$ cat src/logic/adcsr_pkg.sv
package adcsr_pkg;
  localparam int RESULT_W      = 24;
  localparam int MOD_W         = 16;
  localparam int ACC_W         = 40;
  localparam int FIFO_DEPTH    = 16;
  localparam int SYNC_W        = 5;
  // Sync vector positions
  localparam int SY_CONV_CLK   = 0;
  localparam int SY_SHIFT_CLK  = 1;
  localparam int SY_CHANNEL    = 2;
  localparam int SY_BUFFER     = 3;
  localparam int SY_TEMP       = 4;
  // Conversion clock figures
  localparam int CONV_CLK_HZ   = 2000000;
  localparam int MOD_RATE_HZ   = 62500;
  localparam int DATA_RATE_SPS = 120;
  localparam int MOD_DIV       = CONV_CLK_HZ / MOD_RATE_HZ;
  localparam int CONV_PER_RESULT = (CONV_CLK_HZ + DATA_RATE_SPS - 1) / DATA_RATE_SPS;
  localparam int UPDATE_LEAD   = 32;
  localparam int SETTLE_RESULTS = 3;
  localparam int BIT_CNT_W     = 5;
  localparam logic [BIT_CNT_W-1:0] LAST_BIT_IDX  = 5'h17;
  localparam logic [BIT_CNT_W-1:0] FORCE_HIGH_IDX = 5'h18;
  localparam logic [RESULT_W-1:0] CODE_POS_FULL = 24'h7fffff;
  localparam logic [RESULT_W-1:0] CODE_NEG_FULL = 24'h800000;
  localparam logic signed [ACC_W-1:0] ACC_MAX = 40'sh00007fffff;
  localparam logic signed [ACC_W-1:0] ACC_MIN = 40'shffff800000;
  localparam logic [ACC_W-1:0] ACC_RESET = 40'h0000000000;
  localparam logic [RESULT_W-1:0] SHIFT_RESET = 24'h000000;

  typedef enum logic [1:0] {
    ADCSR_UPDATE = 2'b00,
    ADCSR_READY  = 2'b01,
    ADCSR_SHIFT  = 2'b10,
    ADCSR_DONE   = 2'b11
  } adcsr_state_type;
endpackage

$ cat src/logic/adcsr_top.sv
`timescale 1ns/100ps
`default_nettype none

module adcsr_sync #(
  parameter int W = 1
) (
  input  wire logic         clk_in,
  input  wire logic         srst_in,
  input  wire logic         clk_en_in,
  input  wire logic [W-1:0] async_in,
  output logic      [W-1:0] sync_out
);
  logic [W-1:0] meta_reg;

  always_ff @(posedge clk_in) begin
    if (srst_in) begin
      meta_reg <= '0;
      sync_out <= '0;
    end else if (clk_en_in) begin
      meta_reg <= async_in;
      sync_out <= meta_reg;
    end
  end
endmodule

module adcsr_fifo #(
  parameter int W = 8,
  parameter int D = 16
) (
  input  wire logic         clk_in,
  input  wire logic         srst_in,
  input  wire logic         clk_en_in,
  input  wire logic         in_valid_in,
  output logic              in_ready_out,
  input  wire logic [W-1:0] in_data_in,
  output logic              out_valid_out,
  input  wire logic         out_ready_in,
  output logic      [W-1:0] out_data_out
);
  localparam int AW = $clog2(D);
  localparam int CW = $clog2(D + 1);
  localparam logic [CW-1:0] FULL_CNT = CW'(D);
  localparam logic [AW-1:0] LAST_PTR = AW'(D - 1);

  logic [W-1:0]  mem_reg [D];
  logic [AW-1:0] wr_ptr_reg;
  logic [AW-1:0] rd_ptr_reg;
  logic [CW-1:0] count_reg;
  logic          push;
  logic          pop;

  assign in_ready_out  = (count_reg != FULL_CNT);
  assign out_valid_out = (count_reg != '0);
  assign out_data_out  = mem_reg[rd_ptr_reg];
  assign push = in_valid_in && in_ready_out;
  assign pop  = out_ready_in && out_valid_out;

  always_ff @(posedge clk_in) begin
    if (clk_en_in && push) begin
      mem_reg[wr_ptr_reg] <= in_data_in;
    end
  end

  always_ff @(posedge clk_in) begin
    if (srst_in) begin
      wr_ptr_reg <= '0;
      rd_ptr_reg <= '0;
      count_reg  <= '0;
    end else if (clk_en_in) begin
      if (push) begin
        wr_ptr_reg <= (wr_ptr_reg == LAST_PTR) ? '0 : wr_ptr_reg + 1'b1;
      end
      if (pop) begin
        rd_ptr_reg <= (rd_ptr_reg == LAST_PTR) ? '0 : rd_ptr_reg + 1'b1;
      end
      if (push && !pop) begin
        count_reg <= count_reg + 1'b1;
      end else if (pop && !push) begin
        count_reg <= count_reg - 1'b1;
      end
    end
  end
endmodule

module adcsr_top #(
  parameter int CONV_PER_RESULT_P = adcsr_pkg::CONV_PER_RESULT
) (
  input  wire logic                        ref_clk_in,
  input  wire logic                        srst_in,
  input  wire logic                        clk_en_in,
  input  wire logic                        conv_clk_in,
  input  wire logic                        shift_clk_in,
  input  wire logic                        channel_select_in,
  input  wire logic                        input_buffer_select_in,
  input  wire logic                        temp_diode_select_in,
  input  wire logic                        standby_in,
  input  wire logic                        gain_cal_in,
  input  wire logic                        mod_valid_in,
  output logic                             mod_ready_out,
  input  wire logic signed [adcsr_pkg::MOD_W-1:0] mod_data_in,
  output logic                             ready_and_serial_out,
  output logic                             pair1_switch_out,
  output logic                             pair2_switch_out,
  output logic                             temp_diode_switch_out,
  output logic                             buffer_enable_out,
  output logic                             reference_positive_to_pos_out,
  output logic                             reference_negative_to_neg_out
);
  import adcsr_pkg::*;

  localparam int CNT_W = $clog2(CONV_PER_RESULT_P + 1);
  localparam logic [CNT_W-1:0] CONV_LAST = CNT_W'(CONV_PER_RESULT_P - 1);
  localparam logic [CNT_W-1:0] UPD_AT    = CNT_W'(CONV_PER_RESULT_P - UPDATE_LEAD - 1);
  localparam logic [5:0]       DIV_LAST  = 6'(MOD_DIV - 1);
  localparam logic [1:0]       SETTLE_N  = 2'(SETTLE_RESULTS);

  logic [SYNC_W-1:0]       pins_sync;
  logic                    conv_q_reg;
  logic                    shift_q_reg;
  logic [2:0]              sel_q_reg;
  logic                    conv_tick;
  logic                    shift_rise;
  logic                    toggle;
  logic [5:0]              div_reg;
  logic                    mod_tick;
  logic [CNT_W-1:0]        conv_cnt_reg;
  logic                    upd_start;
  logic                    conv_done;
  logic [1:0]              settle_reg;
  logic                    capture;
  logic signed [ACC_W-1:0] acc_reg;
  logic signed [ACC_W-1:0] acc_next;
  logic [RESULT_W-1:0]     sat_code;
  logic [RESULT_W-1:0]     shift_reg;
  logic [BIT_CNT_W-1:0]    bit_cnt_reg;
  adcsr_state_type         state_reg;
  logic                    fifo_valid;
  logic                    fifo_pop;
  logic [MOD_W-1:0]        fifo_data;
  logic                    running;

  adcsr_sync #(
    .W (SYNC_W)
  ) u_sync (
    .clk_in    (ref_clk_in),
    .srst_in   (srst_in),
    .clk_en_in (clk_en_in),
    .async_in  ({temp_diode_select_in, input_buffer_select_in, channel_select_in,
                 shift_clk_in, conv_clk_in}),
    .sync_out  (pins_sync)
  );

  // Samples queue here; the filter drains only on modulator ticks
  adcsr_fifo #(
    .W (MOD_W),
    .D (FIFO_DEPTH)
  ) u_fifo (
    .clk_in        (ref_clk_in),
    .srst_in       (srst_in),
    .clk_en_in     (clk_en_in),
    .in_valid_in   (mod_valid_in),
    .in_ready_out  (mod_ready_out),
    .in_data_in    (mod_data_in),
    .out_valid_out (fifo_valid),
    .out_ready_in  (fifo_pop),
    .out_data_out  (fifo_data)
  );

  assign running    = !standby_in;
  assign conv_tick  = pins_sync[SY_CONV_CLK] && !conv_q_reg && running;
  assign shift_rise = pins_sync[SY_SHIFT_CLK] && !shift_q_reg;
  assign toggle     = (pins_sync[SY_TEMP:SY_CHANNEL] != sel_q_reg);
  assign mod_tick   = conv_tick && (div_reg == DIV_LAST);
  assign fifo_pop   = mod_tick && !toggle;
  assign upd_start  = conv_tick && (conv_cnt_reg == UPD_AT) && !toggle;
  assign conv_done  = conv_tick && (conv_cnt_reg == CONV_LAST) && !toggle;
  assign capture    = conv_done && (settle_reg == '0);

  always_comb begin
    acc_next = acc_reg;
    if (fifo_pop && fifo_valid) begin
      acc_next = acc_reg + ACC_W'($signed(fifo_data));
    end
  end

  // Two's complement result, clipped at full scale
  always_comb begin
    if (acc_next > ACC_MAX) begin
      sat_code = CODE_POS_FULL;
    end else if (acc_next < ACC_MIN) begin
      sat_code = CODE_NEG_FULL;
    end else begin
      sat_code = acc_next[RESULT_W-1:0];
    end
  end

  always_ff @(posedge ref_clk_in) begin
    if (srst_in) begin
      conv_q_reg  <= 1'b0;
      shift_q_reg <= 1'b0;
      sel_q_reg   <= 3'h0;
    end else if (clk_en_in) begin
      conv_q_reg  <= pins_sync[SY_CONV_CLK];
      shift_q_reg <= pins_sync[SY_SHIFT_CLK];
      sel_q_reg   <= pins_sync[SY_TEMP:SY_CHANNEL];
    end
  end

  // Conversion timing; a select toggle restarts the whole filter
  always_ff @(posedge ref_clk_in) begin
    if (srst_in) begin
      div_reg      <= '0;
      conv_cnt_reg <= '0;
      acc_reg      <= ACC_RESET;
      settle_reg   <= SETTLE_N;
    end else if (clk_en_in) begin
      if (toggle) begin
        div_reg      <= '0;
        conv_cnt_reg <= '0;
        acc_reg      <= ACC_RESET;
        settle_reg   <= SETTLE_N;
      end else if (conv_tick) begin
        div_reg      <= (div_reg == DIV_LAST) ? '0 : div_reg + 1'b1;
        conv_cnt_reg <= (conv_cnt_reg == CONV_LAST) ? '0 : conv_cnt_reg + 1'b1;
        acc_reg      <= conv_done ? ACC_RESET : acc_next;
        if (conv_done && settle_reg != '0) begin
          settle_reg <= settle_reg - 1'b1;
        end
      end
    end
  end

  // Serial readout; shift clocks during an update are ignored
  always_ff @(posedge ref_clk_in) begin
    if (srst_in) begin
      state_reg            <= ADCSR_UPDATE;
      shift_reg            <= SHIFT_RESET;
      bit_cnt_reg          <= '0;
      ready_and_serial_out <= 1'b1;
    end else if (clk_en_in) begin
      if (toggle || (conv_done && !capture)) begin
        state_reg            <= ADCSR_UPDATE;
        ready_and_serial_out <= 1'b1;
      end else if (capture) begin
        shift_reg            <= sat_code;
        bit_cnt_reg          <= '0;
        state_reg            <= ADCSR_READY;
        ready_and_serial_out <= 1'b0;
      end else if (upd_start) begin
        state_reg            <= ADCSR_UPDATE;
        ready_and_serial_out <= 1'b1;
      end else if (shift_rise) begin
        unique case (state_reg)
          ADCSR_READY, ADCSR_SHIFT: begin
            if (bit_cnt_reg == FORCE_HIGH_IDX) begin
              ready_and_serial_out <= 1'b1;
              state_reg            <= ADCSR_DONE;
            end else begin
              ready_and_serial_out <= shift_reg[RESULT_W-1];
              shift_reg            <= {shift_reg[RESULT_W-2:0], 1'b0};
              bit_cnt_reg          <= bit_cnt_reg + 1'b1;
              state_reg            <= ADCSR_SHIFT;
            end
          end
          ADCSR_UPDATE, ADCSR_DONE: begin
            state_reg <= state_reg;
          end
        endcase
      end
    end
  end

  // Input switch routing; calibration overrides the channel and temp-diode selects
  always_ff @(posedge ref_clk_in) begin
    if (srst_in) begin
      pair1_switch_out              <= 1'b0;
      pair2_switch_out              <= 1'b0;
      temp_diode_switch_out         <= 1'b0;
      buffer_enable_out             <= 1'b0;
      reference_positive_to_pos_out <= 1'b0;
      reference_negative_to_neg_out <= 1'b0;
    end else if (clk_en_in) begin
      pair1_switch_out      <= !gain_cal_in && !sel_q_reg[2] && !sel_q_reg[0];
      pair2_switch_out      <= !gain_cal_in && !sel_q_reg[2] && sel_q_reg[0];
      temp_diode_switch_out <= !gain_cal_in && sel_q_reg[2];
      buffer_enable_out     <= sel_q_reg[1];
      reference_positive_to_pos_out <= gain_cal_in;
      reference_negative_to_neg_out <= gain_cal_in;
    end
  end

  a_ready_on_capture: assert property (@(posedge ref_clk_in) disable iff (srst_in || !clk_en_in)
    capture |=> !ready_and_serial_out && state_reg == ADCSR_READY)
    else $error("Ready not signalled after capture");

  a_msb_first_out: assert property (@(posedge ref_clk_in) disable iff (srst_in || !clk_en_in)
    (state_reg == ADCSR_READY && shift_rise && !toggle && !conv_done && !upd_start)
    |=> ready_and_serial_out == $past(shift_reg[RESULT_W-1]))
    else $error("First shift edge did not present the MSB");

  a_bit_advance: assert property (@(posedge ref_clk_in) disable iff (srst_in || !clk_en_in)
    (state_reg == ADCSR_SHIFT && shift_rise && bit_cnt_reg <= LAST_BIT_IDX && !toggle
     && !conv_done && !upd_start) |=> bit_cnt_reg == $past(bit_cnt_reg) + 5'h01)
    else $error("Shift edge did not advance one bit");

  a_forced_high: assert property (@(posedge ref_clk_in) disable iff (srst_in || !clk_en_in)
    (state_reg == ADCSR_SHIFT && bit_cnt_reg == FORCE_HIGH_IDX && shift_rise && !toggle
     && !conv_done) |=> ready_and_serial_out ##1 state_reg != ADCSR_SHIFT)
    else $error("Extra edge did not force the line high");

  a_hold_last: assert property (@(posedge ref_clk_in) disable iff (srst_in || !clk_en_in)
    (state_reg == ADCSR_SHIFT && !shift_rise && !toggle && !conv_done && !upd_start)
    |=> $stable(ready_and_serial_out))
    else $error("Line moved without a shift edge");

  a_update_high: assert property (@(posedge ref_clk_in) disable iff (srst_in || !clk_en_in)
    upd_start |=> ready_and_serial_out && state_reg == ADCSR_UPDATE)
    else $error("Update did not drive the line high");

  a_settle_hide: assert property (@(posedge ref_clk_in) disable iff (srst_in || !clk_en_in)
    toggle |=> ready_and_serial_out && settle_reg == SETTLE_N && conv_cnt_reg == '0)
    else $error("Select toggle did not restart and hide data");

  a_clip_code: assert property (@(posedge ref_clk_in) disable iff (srst_in || !clk_en_in)
    capture && acc_next > ACC_MAX |=> shift_reg == CODE_POS_FULL)
    else $error("Positive overrange not clipped");

  a_mod_tick_rate: assert property (@(posedge ref_clk_in) disable iff (srst_in || !clk_en_in)
    mod_tick && !toggle |=> div_reg == '0 && !fifo_pop)
    else $error("Modulator sampled off its divider");

  a_standby_freeze: assert property (@(posedge ref_clk_in) disable iff (srst_in || !clk_en_in)
    standby_in && !toggle |=> $stable(conv_cnt_reg))
    else $error("Conversion advanced in standby");

  a_cal_routing: assert property (@(posedge ref_clk_in) disable iff (srst_in || !clk_en_in)
    gain_cal_in |=> reference_positive_to_pos_out && !pair1_switch_out && !pair2_switch_out
    && !temp_diode_switch_out)
    else $error("Calibration did not open input switches");

  a_pair_select: assert property (@(posedge ref_clk_in) disable iff (srst_in || !clk_en_in)
    !gain_cal_in && !sel_q_reg[2] |=> pair2_switch_out == $past(sel_q_reg[0])
    && pair1_switch_out == !$past(sel_q_reg[0]))
    else $error("Channel select routed the wrong pair");
endmodule

`default_nettype wire

$ cat config.mk
export PLATFORM = sky130hd
export DESIGN_NAME = adcsr_top
export DESIGN_NICKNAME = d
export VERILOG_FILES = /design/src/logic/adcsr_pkg.sv /design/src/logic/adcsr_top.sv
export SDC_FILE = /design/constraint.sdc
export NUM_CORES = 1
export LEC_CHECK = 0
export BUFFER_PORTS_ARGS = -buffer_cell sky130_fd_sc_hd__buf_2
export CORE_MARGIN = 2
export CORE_UTILIZATION = 60
export CTS_BUF_LIST = sky130_fd_sc_hd__clkbuf_4
export DETAILED_ROUTE_END_ITERATION = 12
export PLACE_DENSITY = 0.76
export SYNTH_ARGS = -nofsm -noshare
export SYNTH_HDL_FRONTEND = slang
export SYNTH_SLANG_ARGS = --single-unit
$ cat constraint.sdc
create_clock -name ref_clk_in -period 14.35 [get_ports ref_clk_in]
set_input_delay 0.7175 -clock ref_clk_in [delete_from_list [all_inputs] [get_ports ref_clk_in]]
set_output_delay 0.7175 -clock ref_clk_in [all_outputs]
set_load 0.02 [all_outputs]
**Word level (Yosys, flattened, before mapping)**

Memories as Yosys holds them, arrays and structs flattened. A register that Yosys moved wholly into a read port is not among the register bits.
Cells that the tools add are included.

- Register bits: 128
- Bits in writable memories: 256
- Input bits: 27
- Output and inout port bits: 8
- Logic and storage cells: 146
- Memories: 1

Memory list:

| name | words | bits a word | read ports | clocked after memory_dff | wr ports | line | source |
|---|---|---|---|---|---|---|---|
| u_fifo.mem_reg | 16 | 16 | 1 | 1 | 1 | adcsr_top.sv:45 | `logic [W-1:0] mem_reg [D];` |

- Add/sub/neg operators: 9
- Order comparisons: 2
- Equal/unequal tests: 14
- Muxes and demuxes: 45
- Bitwise gates (word level): 1
- Reductions and logical operators: 53

Operators with widths:

| cell | count |
|---|---|
| $mux W24 | 7 |
| $mux W40 | 4 |
| $mux W15 | 3 |
| $add A40 B16 Y40 | 1 |
| $gt A40 B24 Y1 const B | 1 |
| $lt A40 B24 Y1 const B | 1 |
| $mux W5 | 7 |
| $eq A15 B15 Y1 const B | 2 |
| $logic_and A1 B1 Y1 | 21 |
| $mux W6 | 3 |
| $mux W2 | 8 |
| $mux W4 | 4 |
| $add A15 B1 Y15 const B | 1 |
| $reduce_bool A2 Y1 | 6 |
| $add A5 B1 Y5 const B | 2 |
| $logic_not A1 Y1 | 10 |
| $mux W1 | 9 |
| $reduce_and A3 Y1 | 3 |
| $add A4 B1 Y4 const B | 2 |
| $eq A4 B4 Y1 const B | 2 |
| $reduce_and A2 Y1 | 4 |
| $reduce_bool A4 Y1 | 2 |
| $add A6 B1 Y6 const B | 1 |
| $eq A6 B5 Y1 const B | 1 |
| 16 further kinds | 19 |

**Longest topological paths before layout**

Gate-level depths: netlist (run 1).

- Depth after elaboration: 11
- Depth in mapped cells: 19
- Mapped depth without buffers: 16

**Modules after synthesis**

Synthesis (run 1) repeated with hierarchy kept, for this count alone.

- Cell total of the unflattened synthesis: 1574
- Area, all modules: 18831.8 um^2

Modules (own cells, without submodules):

| module | times used | cells an instance | area each (um^2) | seq. area each (um^2) |
|---|---|---|---|---|
| adcsr_fifo | 1 | 512 | 10562.6 | 8027.7 |
| adcsr_top | 1 | 1030 | 7916.3 | 2102.0 |
| adcsr_sync | 1 | 32 | 352.8 | 200.2 |

**Worst setup path before layout (run 1)**

Ideal clock, no wire load.

- Kind: register -> register
- From: reg (tool-made name)
- To: reg shift_reg[10]
- Library setup time: 122 ps
- Data arrival time: 5884 ps
- Required time: 14228 ps
- Slack: 8345 ps
- Cell stages (with the launch flop): 20
- Buffers on the path: 3
- Clock period less this slack: 6005 ps
- Path through: dfxtp_1 clkbuf_1 buf_1 mux4_2 mux4_2 ha_1 fa_1 a21o_1 a221o_1 a31oi_1 a211oi_1 nor4_1 o31a_1 o211ai_1 or4_1 or4_4 nor3_2 nor2_2 buf_6 a221o_1

RTL lines:

| element | line | source |
|---|---|---|
| end signal, assigned | adcsr_top.sv:245 | `shift_reg <= sat_code;` |
| end signal, assigned | adcsr_top.sv:260 | `shift_reg <= {shift_reg[RESULT_W-2:0], 1'b0};` |
| end, declared | adcsr_top.sv:134 | `logic [RESULT_W-1:0] shift_reg;` |

==> results_tabular.tex, run 1 <==
\begin{tabular}{lr}
\hline
Metric & Value \\
\hline
\multicolumn{2}{l}{\textbf{Status}} \\
\quad Run status & finished, final reports clean \\
\multicolumn{2}{l}{\textbf{Die}} \\
\quad Number of rows created at floorplan & 63 \\
\quad Die X-Extent & 178 um \\
\quad Starting utilization of the core area & 61.1\% \\
\quad Core Area & 29,700 um2 \\
\quad DIE AREA & 31,700 um2 \\
\quad IO Pins & 35 \\
\quad Die height & 178 um \\
\multicolumn{2}{l}{\textbf{Global route}} \\
\quad GRT Residual Overflow & 0 \\
\quad Initial antenna violation count & 2 \\
\quad Global router's overall resource usage & 27.0\% \\
\quad Vias in the first global route & 12,300 \\
\quad First-pass GRT wire length & 65,400 um \\
\quad Maximum number of pins on one net before global-route repair & 92 \\
\multicolumn{2}{l}{\textbf{Power}} \\
\quad Power density relative to cell area & 111 nW/um2 \\
\quad Maximum resistive drop on vdd & 93.7 uV \\
\quad Static power due to leakage & 0.00708 uW \\
\multicolumn{2}{l}{\textbf{Drt}} \\
\quad Via count & 12,500 \\
\quad Total routed wirelength & 41,600 um \\
\quad Vias/cell & 6.28 \\
\quad Pre-antenna DRT Iters & 6 \\
\quad Post-route antenna net violation count & 0 \\
\quad DRC errors left & 0 \\
\quad Initial detailed-routing violation count & 985 \\
\quad Drt wl/cell & 20.9 um \\
\multicolumn{2}{l}{\textbf{Place}} \\
\quad DP HPWL & 26,400 um \\
\quad Placed Instances & 1,820 \\
\quad Post-detailed-placement cell area & 18,700 um2 \\
\quad Port-buffer cells & 34 \\
\quad Routability congestion estimate & 0.919 \\
\multicolumn{2}{l}{\textbf{Synth}} \\
\quad Cells taking the most area after synthesis & sky130\_fd\_sc\_hd\_\_edfxtp\_1, sky130\_fd\_sc\_hd\_\_dfxtp\_1, sky130\_fd\_sc\_hd\_\_mux4\_2 \\
\quad Most instantiated flip-flop cell in the synthesis netlist & sky130\_fd\_sc\_hd\_\_edfxtp\_1 \\
\quad Share of flip-flops with an asynchronous set or reset & 0\% \\
\quad Post-synthesis instance area & 18,200 um2 \\
\quad \#FFs+latches synth & 388 \\
\quad Cell type contributing the most total cell area after synthesis & sky130\_fd\_sc\_hd\_\_edfxtp\_1 \\
\quad EDFF count, synth & 256 \\
\quad Dominant combinational cell family by area after synthesis & multiplexers \\
\quad Adder-cell share of the synthesized area & 3.94\% \\
\quad Sequential cell area fraction in the yosys report & 56.9\% \\
\quad Area fraction in and, or, nand and nor cells after synthesis & 11.3\% \\
\quad Number of different library cells in the post-synthesis netlist & 69 \\
\quad Cell count after synthesis & 1,451 \\
\quad Fraction of post-synthesis cell area in the top cell type by area & 42.3\% \\
\quad Yosys warning total & 0 \\
\quad Synthesized Nets & 1,534 \\
\quad Share of the synthesized netlist area taken by xor and xnor gates & 2.99\% \\
\quad Complex-gate fraction of the synthesized area & 11.1\% \\
\quad Post-synthesis area per instance & 12.5 um2 \\
\quad Share of synthesized area spent on multiplexers & 11.6\% \\
\multicolumn{2}{l}{\textbf{Cells and area}} \\
\quad Fillers & 2,106 \\
\quad Fin cells & 1,985 \\
\quad Post-route cell area & 20,000 um2 \\
\quad Flip-flop count of the largest register, all copies and words added & 256 \\
\quad Layout overhead on the synthesized area & 9.91\% \\
\quad Proportion of layout cells with a drive suffix above 1 & 20.1\% \\
\quad Final layout net count & 1,610 \\
\multicolumn{2}{l}{\textbf{Clock tree}} \\
\quad CTS tree & built \\
\quad Clock Latency Late Sink & 0.78 ns \\
\quad Clock-pin slew reported for the worst setup and hold paths after clock tree synthesis & 0.08 ns \\
\quad TritonCTS Buffers & 95 \\
\quad Number of resized instances in the post-cts repair step & 0 \\
\quad Number of post-CTS setup repair buffers & 0 \\
\quad Clock sink count & 388 \\
\quad Clock buffer depth & 3 \\
\quad Depth of the CTS H-tree & 3 \\
\quad Hold Buf Count CTS & 0 \\
\quad Root Buffer Master & sky130\_fd\_sc\_hd\_\_clkbuf\_4 \\
\multicolumn{2}{l}{\textbf{Timing}} \\
\quad Final cycle utilization of the critical path & 47.8\% \\
\quad Worst hold slack & 0.211 ns \\
\quad Post-Route Skew & 0.0577 ns \\
\quad Worst slew margin relative to its limit & 21.1\% \\
\quad Max Freq & 146 MHz \\
\quad Setup total negative slack & 0 ns \\
\quad Number of max-slew violations in the final report & 0 \\
\quad Final min period & 6.86 ns \\
\quad Transition at the pin with the smallest max-transition slack & 1.18 ns \\
\quad Final hold viol count & 0 \\
\quad Setup repair after global routing missed its margin & false \\
\quad Setup violation total in the final timing report & 0 \\
\multicolumn{2}{l}{\textbf{Worst setup path}} \\
\quad CP max-delay cell & sky130\_fd\_sc\_hd\_\_dfxtp\_4 \\
\quad Delay contributed by the slowest stage of the critical path & 0.78 ns \\
\quad Ordered cell list for the critical path & buf\_4 > mux4\_2 > mux4\_2 > ha\_1 > nand4\_1 > nor2\_1 > o211ai\_1 > a21oi\_1 > nor3\_1 > a2111oi\_0 > o311ai\_0 > or4\_1 > or4\_4 > nor3\_2 > nor2\_2 > a2111oi\_1 \\
\quad Cell repeated most along the worst path & sky130\_fd\_sc\_hd\_\_mux4\_2 \\
\quad Critical path start-end classification & reg2reg \\
\quad Crit path max fanout & 33 \\
\quad Crit. End Element & flop \\
\quad Worst path buffer plus inverter count & 1 \\
\quad Arrival @ worst endpoint & 7.48 ns \\
\quad CP Data Required Time & 14.96 ns \\
\quad Kind of start point of the critical path & flop \\
\quad Cell family with the largest share of critical-path delay & simple AND/OR/NAND/NOR gates \\
\multicolumn{2}{l}{\textbf{Min path}} \\
\quad Class of the most critical hold timing path & in2reg \\
\multicolumn{2}{l}{\textbf{Flow run}} \\
\quad Number of max-capacitance violations reported & 0 \\
\hline
\end{tabular}
==> metrics by stage <==
step	setup slack (ns)	util, %	total power, uW
after CTS	7.50	67.2	2240
after floorplan	8.34	-	1290
final	7.49	67.2	2210
after global placement	7.67	63.1	1330
after global routing	6.95	67.2	2300
after detailed placement	7.56	63.1	1330
==> cell families after synthesis <==
logic type	count (synthesis)
simple gates	434
flops	388
compound gates	303
mux	111
buf+inv	97
xor+xnor	62
fa+ha+maj	56
==> metal layers <==
layer / track usage [%] / share of wire, % / vias up
li1: - / - / 5785
met1: 34.4 / 40 / 6081
met2: 45.6 / 50 / 493
met3: 5.01 / 6.3 / 112
met4: 11.8 / 3.4 / 2
met5: 0 / 0.031 / -
==> placed cells by master (no fill, tap or decap), types with 4 or more instances in the layout <==
| master | netlist | routed |
|---|---|---|
| sky130_fd_sc_hd__nor3_1 | 21 | 16 |
| sky130_fd_sc_hd__or4_1 | 4 | 4 |
| sky130_fd_sc_hd__clkbuf_4 | 0 | 133 |
| sky130_fd_sc_hd__a21oi_1 | 77 | 77 |
| sky130_fd_sc_hd__nand4_1 | 20 | 20 |
| sky130_fd_sc_hd__o31ai_1 | 6 | 6 |
| sky130_fd_sc_hd__nor2_2 | 1 | 14 |
| sky130_fd_sc_hd__buf_2 | 2 | 34 |
| sky130_fd_sc_hd__mux4_2 | 80 | 80 |
| sky130_fd_sc_hd__nand3_1 | 28 | 28 |
| sky130_fd_sc_hd__o21a_1 | 27 | 27 |
| sky130_fd_sc_hd__xnor2_1 | 27 | 27 |
| sky130_fd_sc_hd__dfxtp_1 | 132 | 130 |
| sky130_fd_sc_hd__nor2_1 | 161 | 148 |
| sky130_fd_sc_hd__o211ai_1 | 8 | 8 |
| sky130_fd_sc_hd__and3_1 | 33 | 33 |
| sky130_fd_sc_hd__ha_1 | 54 | 54 |
| sky130_fd_sc_hd__a221oi_1 | 5 | 5 |
| sky130_fd_sc_hd__a221o_1 | 26 | 26 |
| sky130_fd_sc_hd__edfxtp_1 | 256 | 256 |
| sky130_fd_sc_hd__a22oi_1 | 32 | 32 |
| sky130_fd_sc_hd__clkinv_1 | 0 | 18 |
| sky130_fd_sc_hd__and2_1 | 6 | 6 |
| sky130_fd_sc_hd__o21ai_0 | 58 | 58 |
| sky130_fd_sc_hd__nor4_1 | 5 | 5 |
| sky130_fd_sc_hd__clkinv_2 | 0 | 6 |
| sky130_fd_sc_hd__inv_1 | 18 | 18 |
| sky130_fd_sc_hd__mux2i_1 | 31 | 31 |
| sky130_fd_sc_hd__o21ai_1 | 4 | 4 |
| sky130_fd_sc_hd__or2_2 | 4 | 4 |
| sky130_fd_sc_hd__o21bai_1 | 7 | 7 |
| sky130_fd_sc_hd__buf_4 | 1 | 24 |
| sky130_fd_sc_hd__nor3_2 | 2 | 7 |
| sky130_fd_sc_hd__or3_1 | 5 | 5 |
| sky130_fd_sc_hd__nand2b_1 | 8 | 8 |
| sky130_fd_sc_hd__a21o_1 | 17 | 17 |
| sky130_fd_sc_hd__nor2b_1 | 6 | 6 |
| sky130_fd_sc_hd__xor2_1 | 35 | 35 |
| sky130_fd_sc_hd__nand2_1 | 109 | 109 |
| sky130_fd_sc_hd__a31oi_1 | 6 | 6 |
==> worst register-to-register path, delay by kind of cell, from the launching register on <==
kind	cells	cell delay [ns]
and+or+nand+nor	7	2.18
AOI/OAI and AO/OA	5	1.56
muxes	2	1.15
DFF	1	0.78
buffers and inverters	1	0.67
adders and majority gates	1	0.38
==> area by class of cell <==
cell class	count	area (um2)	share of cell area, %
well taps	390	488	2.44
flip-flops and latches	388	10300	51.8
diodes	1	2.50	0.0125
repair buffers	58	350	1.75
clock inverters	31	215	1.08
multi-input cells	966	7510	37.6
inverters	18	67.6	0.338
clock buffers	133	998	5.00
==> final timing paths <==
check / start / to / depth (start not counted) / slack, ns
hold / removal: input_buffer_select_in / u_sync.meta_reg[3] / 3 / 0.21
hold reg to reg: pair2_switch_out / pair2_switch_out / 2 / 0.47
setup / recovery: flop / shift_reg[23] / 16 / 7.49
setup reg to reg: flop / shift_reg[23] / 16 / 7.49
==> where the power goes <==
part / total [uW] / internal (uW) / switching [uW]
Sequential: 1200 / 1200 / 5.61
Clock: 906 / 467 / 438
Combinational: 103 / 34.0 / 69.0
Total: 2210 / 1700 / 513
==> cells in the mapped netlist, drive strengths merged, types with 3 or more instances <==
library cell,n
o31ai,6
nor4,7
xnor2,27
nand3b,3
a221o,26
o31a,3
and3,33
edfxtp,256
o21bai,7
mux4,80
o21a,27
nand2b,8
a31oi,6
mux2i,31
clkbuf,63
a21oi,77
and2,6
nand2,110
a311oi,3
nor2,162
buf,16
a31o,3
or2,4
a2111oi,4
nor3,23
o211ai,8
inv,18
ha,54
nor4b,3
nor2b,6
a211oi,3
nor3b,3
nand3,28
xor2,35
dfxtp,132
o21ai,62
or3,6
a22oi,32
a21o,17
or4,6
nand4,20
a221oi,5
Power figures use the tool's default switching activity.
==> run 2: changes to the inputs <==
--- a/config.mk
+++ b/config.mk
@@ -5,6 +5,7 @@
 export SDC_FILE = /design/constraint.sdc
 export NUM_CORES = 1
 export LEC_CHECK = 0
+export ABC_AREA = 1
 export BUFFER_PORTS_ARGS = -buffer_cell sky130_fd_sc_hd__buf_2
 export CORE_MARGIN = 2
 export CORE_UTILIZATION = 60
==> constraint.sdc (replaced) <==
create_clock -name ref_clk_in -period 6.6 [get_ports ref_clk_in]
set_input_delay 0.33 -clock ref_clk_in [delete_from_list [all_inputs] [get_ports ref_clk_in]]
set_output_delay 0.33 -clock ref_clk_in [all_outputs]
set_load 0.02 [all_outputs]
==> results_tabular.tex, run 2 <==
\begin{tabular}{lr}
\hline
Metric & Value \\
\hline
\multicolumn{2}{l}{\textbf{Status}} \\
\quad Run status & finished, final reports clean \\
\multicolumn{2}{l}{\textbf{Global route}} \\
\quad GRT Residual Overflow & 0 \\
\quad Vias in the first global route & 16,000 \\
\quad First-pass GRT wire length & 79,100 um \\
\quad Initial antenna violation count & 1 \\
\quad Global router's overall resource usage & 29.5\% \\
\quad Maximum number of pins on one net before global-route repair & 169 \\
\multicolumn{2}{l}{\textbf{Worst setup path}} \\
\quad Delay contributed by the slowest stage of the critical path & 0.54 ns \\
\quad Crit. End Element & flop \\
\quad Number of cells traversed by the worst register-to-register path & 28 \\
\quad Critical path start-end classification & reg2reg \\
\quad Cell repeated most along the worst path & sky130\_fd\_sc\_hd\_\_nand2\_1 \\
\quad CP max-delay cell & sky130\_fd\_sc\_hd\_\_dfxtp\_4 \\
\quad CP Data Required Time & 7.34 ns \\
\quad Kind of start point of the critical path & flop \\
\quad Arrival @ worst endpoint & 5.84 ns \\
\quad Crit path max fanout & 168 \\
\multicolumn{2}{l}{\textbf{Clock tree}} \\
\quad Number of resized instances in the post-cts repair step & 0 \\
\quad Clock buffer depth & 3 \\
\quad CTS tree & built \\
\quad Clock Latency Late Sink & 0.82 ns \\
\quad TritonCTS Buffers & 99 \\
\quad Number of post-CTS setup repair buffers & 0 \\
\quad Clock-pin slew reported for the worst setup and hold paths after clock tree synthesis & 0.07 ns \\
\quad Root Buffer Master & sky130\_fd\_sc\_hd\_\_clkbuf\_4 \\
\quad Clock sink count & 388 \\
\quad Depth of the CTS H-tree & 3 \\
\multicolumn{2}{l}{\textbf{Cells and area}} \\
\quad Layout overhead on the synthesized area & 10.7\% \\
\quad Final layout net count & 2,522 \\
\quad Fillers & 2,618 \\
\quad Most common cell after layout, fill and taps aside & sky130\_fd\_sc\_hd\_\_nand2\_1 \\
\quad Combined area of the multi-input logic cells & 8110 um2 \\
\quad Top library cells by usage in the layout, fill and taps aside & sky130\_fd\_sc\_hd\_\_nand2\_1, sky130\_fd\_sc\_hd\_\_inv\_1, sky130\_fd\_sc\_hd\_\_edfxtp\_1, sky130\_fd\_sc\_hd\_\_nor2\_1, sky130\_fd\_sc\_hd\_\_a21oi\_1 \\
\quad Flip-flop count of the largest register, all copies and words added & 256 \\
\quad Proportion of layout cells with a drive suffix above 1 & 11.3\% \\
\quad Area used by sequential logic in the layout & 10,300 um2 \\
\multicolumn{2}{l}{\textbf{Place}} \\
\quad Routability congestion estimate & 1.02 \\
\quad Dpl ws & 1.61 ns \\
\quad DP HPWL & 31,900 um \\
\quad Port-buffer cells & 34 \\
\multicolumn{2}{l}{\textbf{Synth}} \\
\quad Yosys warning total & 0 \\
\quad Fraction of post-synthesis cell area in the top cell type by area & 38.6\% \\
\quad Most instantiated flip-flop cell in the synthesis netlist & sky130\_fd\_sc\_hd\_\_edfxtp\_1 \\
\quad Cells taking the most area after synthesis & sky130\_fd\_sc\_hd\_\_edfxtp\_1, sky130\_fd\_sc\_hd\_\_dfxtp\_1, sky130\_fd\_sc\_hd\_\_nand2\_1 \\
\quad \#FFs+latches synth & 388 \\
\quad Post-synthesis instance area & 19,900 um2 \\
\quad EDFF count, synth & 256 \\
\quad Number of different library cells in the post-synthesis netlist & 46 \\
\quad Cell count after synthesis & 2,340 \\
\quad Synthesized Nets & 2,423 \\
\quad Most frequent cell after synthesis & sky130\_fd\_sc\_hd\_\_nand2\_1 \\
\quad Share of flip-flops with an asynchronous set or reset & 0\% \\
\quad Cell type contributing the most total cell area after synthesis & sky130\_fd\_sc\_hd\_\_edfxtp\_1 \\
\quad Sequential cell area fraction in the yosys report & 51.8\% \\
\quad Post-synthesis area per instance & 8.52 um2 \\
\quad Post-synth top cells & sky130\_fd\_sc\_hd\_\_nand2\_1, sky130\_fd\_sc\_hd\_\_inv\_1, sky130\_fd\_sc\_hd\_\_edfxtp\_1 \\
\multicolumn{2}{l}{\textbf{Timing}} \\
\quad Transition at the pin with the smallest max-transition slack & 1.25 ns \\
\quad Worst slew margin relative to its limit & 16.4\% \\
\quad Setup total negative slack & 0 ns \\
\quad Setup repair after global routing missed its margin & false \\
\quad Final cycle utilization of the critical path & 77.3\% \\
\quad Setup violation total in the final timing report & 0 \\
\quad Final hold viol count & 0 \\
\quad Number of max-slew violations in the final report & 0 \\
\quad PnR worst setup slack & 1.50 ns \\
\quad Post-Route Skew & 0.0684 ns \\
\quad Max Freq & 196 MHz \\
\quad Final min period & 5.10 ns \\
\multicolumn{2}{l}{\textbf{Drt}} \\
\quad Initial detailed-routing violation count & 1,244 \\
\quad Vias/cell & 5.53 \\
\quad Pre-antenna DRT Iters & 7 \\
\quad Drt wl/cell & 16.8 um \\
\quad Via count & 16,300 \\
\quad Post-route antenna net violation count & 0 \\
\quad Total routed wirelength & 49,800 um \\
\quad DRC errors left & 0 \\
\multicolumn{2}{l}{\textbf{Die}} \\
\quad Die X-Extent & 186 um \\
\quad IO Pins & 35 \\
\quad Die height & 186 um \\
\quad Core Area & 32,600 um2 \\
\quad Number of rows created at floorplan & 66 \\
\quad Starting utilization of the core area & 61.1\% \\
\quad DIE AREA & 34,700 um2 \\
\multicolumn{2}{l}{\textbf{Power}} \\
\quad Share of total power consumed by net switching & 24.0\% \\
\quad Clock power share & 41.4\% \\
\quad Static power due to leakage & 0.00867 uW \\
\quad Switching component of the power & 1180 uW \\
\quad Fraction of power consumed by sequential logic & 53.2\% \\
\quad Internal power of the cells & 3750 uW \\
\quad Power density relative to cell area & 223 nW/um2 \\
\quad Maximum resistive drop on vdd & 243 uV \\
\quad Combinational group share of total power & 5.4\% \\
\multicolumn{2}{l}{\textbf{Min path}} \\
\quad Worst Hold Depth & 6 \\
\quad Class of the most critical hold timing path & in2reg \\
\multicolumn{2}{l}{\textbf{Flow run}} \\
\quad Number of max-capacitance violations reported & 0 \\
\hline
\end{tabular}
## run 2: changes by cell type after synthesis, sizes merged, moves of 64 or more
cell	change
o21ai	+88
mux4	-80
a21oi	+126
inv	+285
nand3	+64
nand2	+496
## run 2: metal layers
| metal | global-route usage (%) | part of all wire (%) | vias to the layer above |
|---|---|---|---|
| met4 | 14.1 | 3.3 | 0 |
| met1 | 35.4 | 41 | 7705 |
| met5 | 0 | 0 | - |
| li1 | - | - | 8004 |
| met2 | 51.5 | 50 | 519 |
| met3 | 5.12 | 5.9 | 120 |
## run 2: power groups by stage
stage	sequential [uW]	combinational, uW	clock (uW)
after floorplan	2680	162	0
after global placement	2680	242	0
after detailed placement	2680	250	0
after CTS	2620	264	2090
after global routing	2630	295	2210
final	2620	265	2040
## run 2: kinds of logic (layout without fill, tap and decap cells)
logic type | after synthesis | in the layout | share of synthesized area [%]
AND/OR/NAND/NOR | 975 | 975 | 20.2
AO/OA/AOI/OAI | 432 | 432 | 12.2
buffers and inverters | 396 | 568 | 7.71
flip-flops | 388 | 388 | 51.8
multiplexers | 61 | 61 | 3.06
adder cells (fa/ha/maj) | 56 | 56 | 3.59
XOR/XNOR | 32 | 32 | 1.41
other | 0 | 1 | 0
## run 2: worst paths after layout
kind,from,end,slack [ns]
hold reg to reg,conv_cnt_reg[14],conv_cnt_reg[14],0.44
hold / removal,standby_in,flop,0.09
setup / recovery,flop,shift_reg[10],1.50
setup reg to reg,flop,shift_reg[10],1.50
## run 2: what timing repair did
| item | 4_1_cts | 5_1_grt |
|---|---|---|
| endpoints found under the setup margin | 0 | 0 |
| endpoints found under the hold margin | 298 | 0 |
| hold buffers | 27 | 0 |
## run 2: per-stage QoR
step | power [uW] | hold WS [ns] | instance area (um2) | std cells | util, %
floorplan | 2840 | 0.412 | 19900 | 2340 | -
global placement | 2920 | 0.424 | 20500 | 2753 | 62.9
detailed placement | 2930 | 0.428 | 20500 | 2753 | 62.9
CTS | 4970 | 0.0290 | 22100 | 2954 | 67.6
global route | 5130 | 0.0918 | 22100 | 2955 | 67.7
finish | 4930 | 0.0879 | 22100 | 2955 | 67.7
## run 2: area by class of cell
| class | count | share of cell area [%] |
|---|---|---|
| antenna | 1 | 0.0113 |
| clock buffer | 147 | 5.00 |
| clock inverter | 27 | 0.714 |
| inverter | 307 | 5.22 |
| multi-input combinational | 1556 | 36.8 |
| sequential | 388 | 46.8 |
| tap | 442 | 2.51 |
| timing repair buffer | 87 | 2.95 |
## run 2: worst max-delay path, delay by kind of cell, from the launching register on
kind	cells	cell delay, ns
simple gates	21	2.45
fa+ha+maj	2	0.69
flops	1	0.54
buf+inv	1	0.54
compound gates	3	0.39
mux	1	0.25
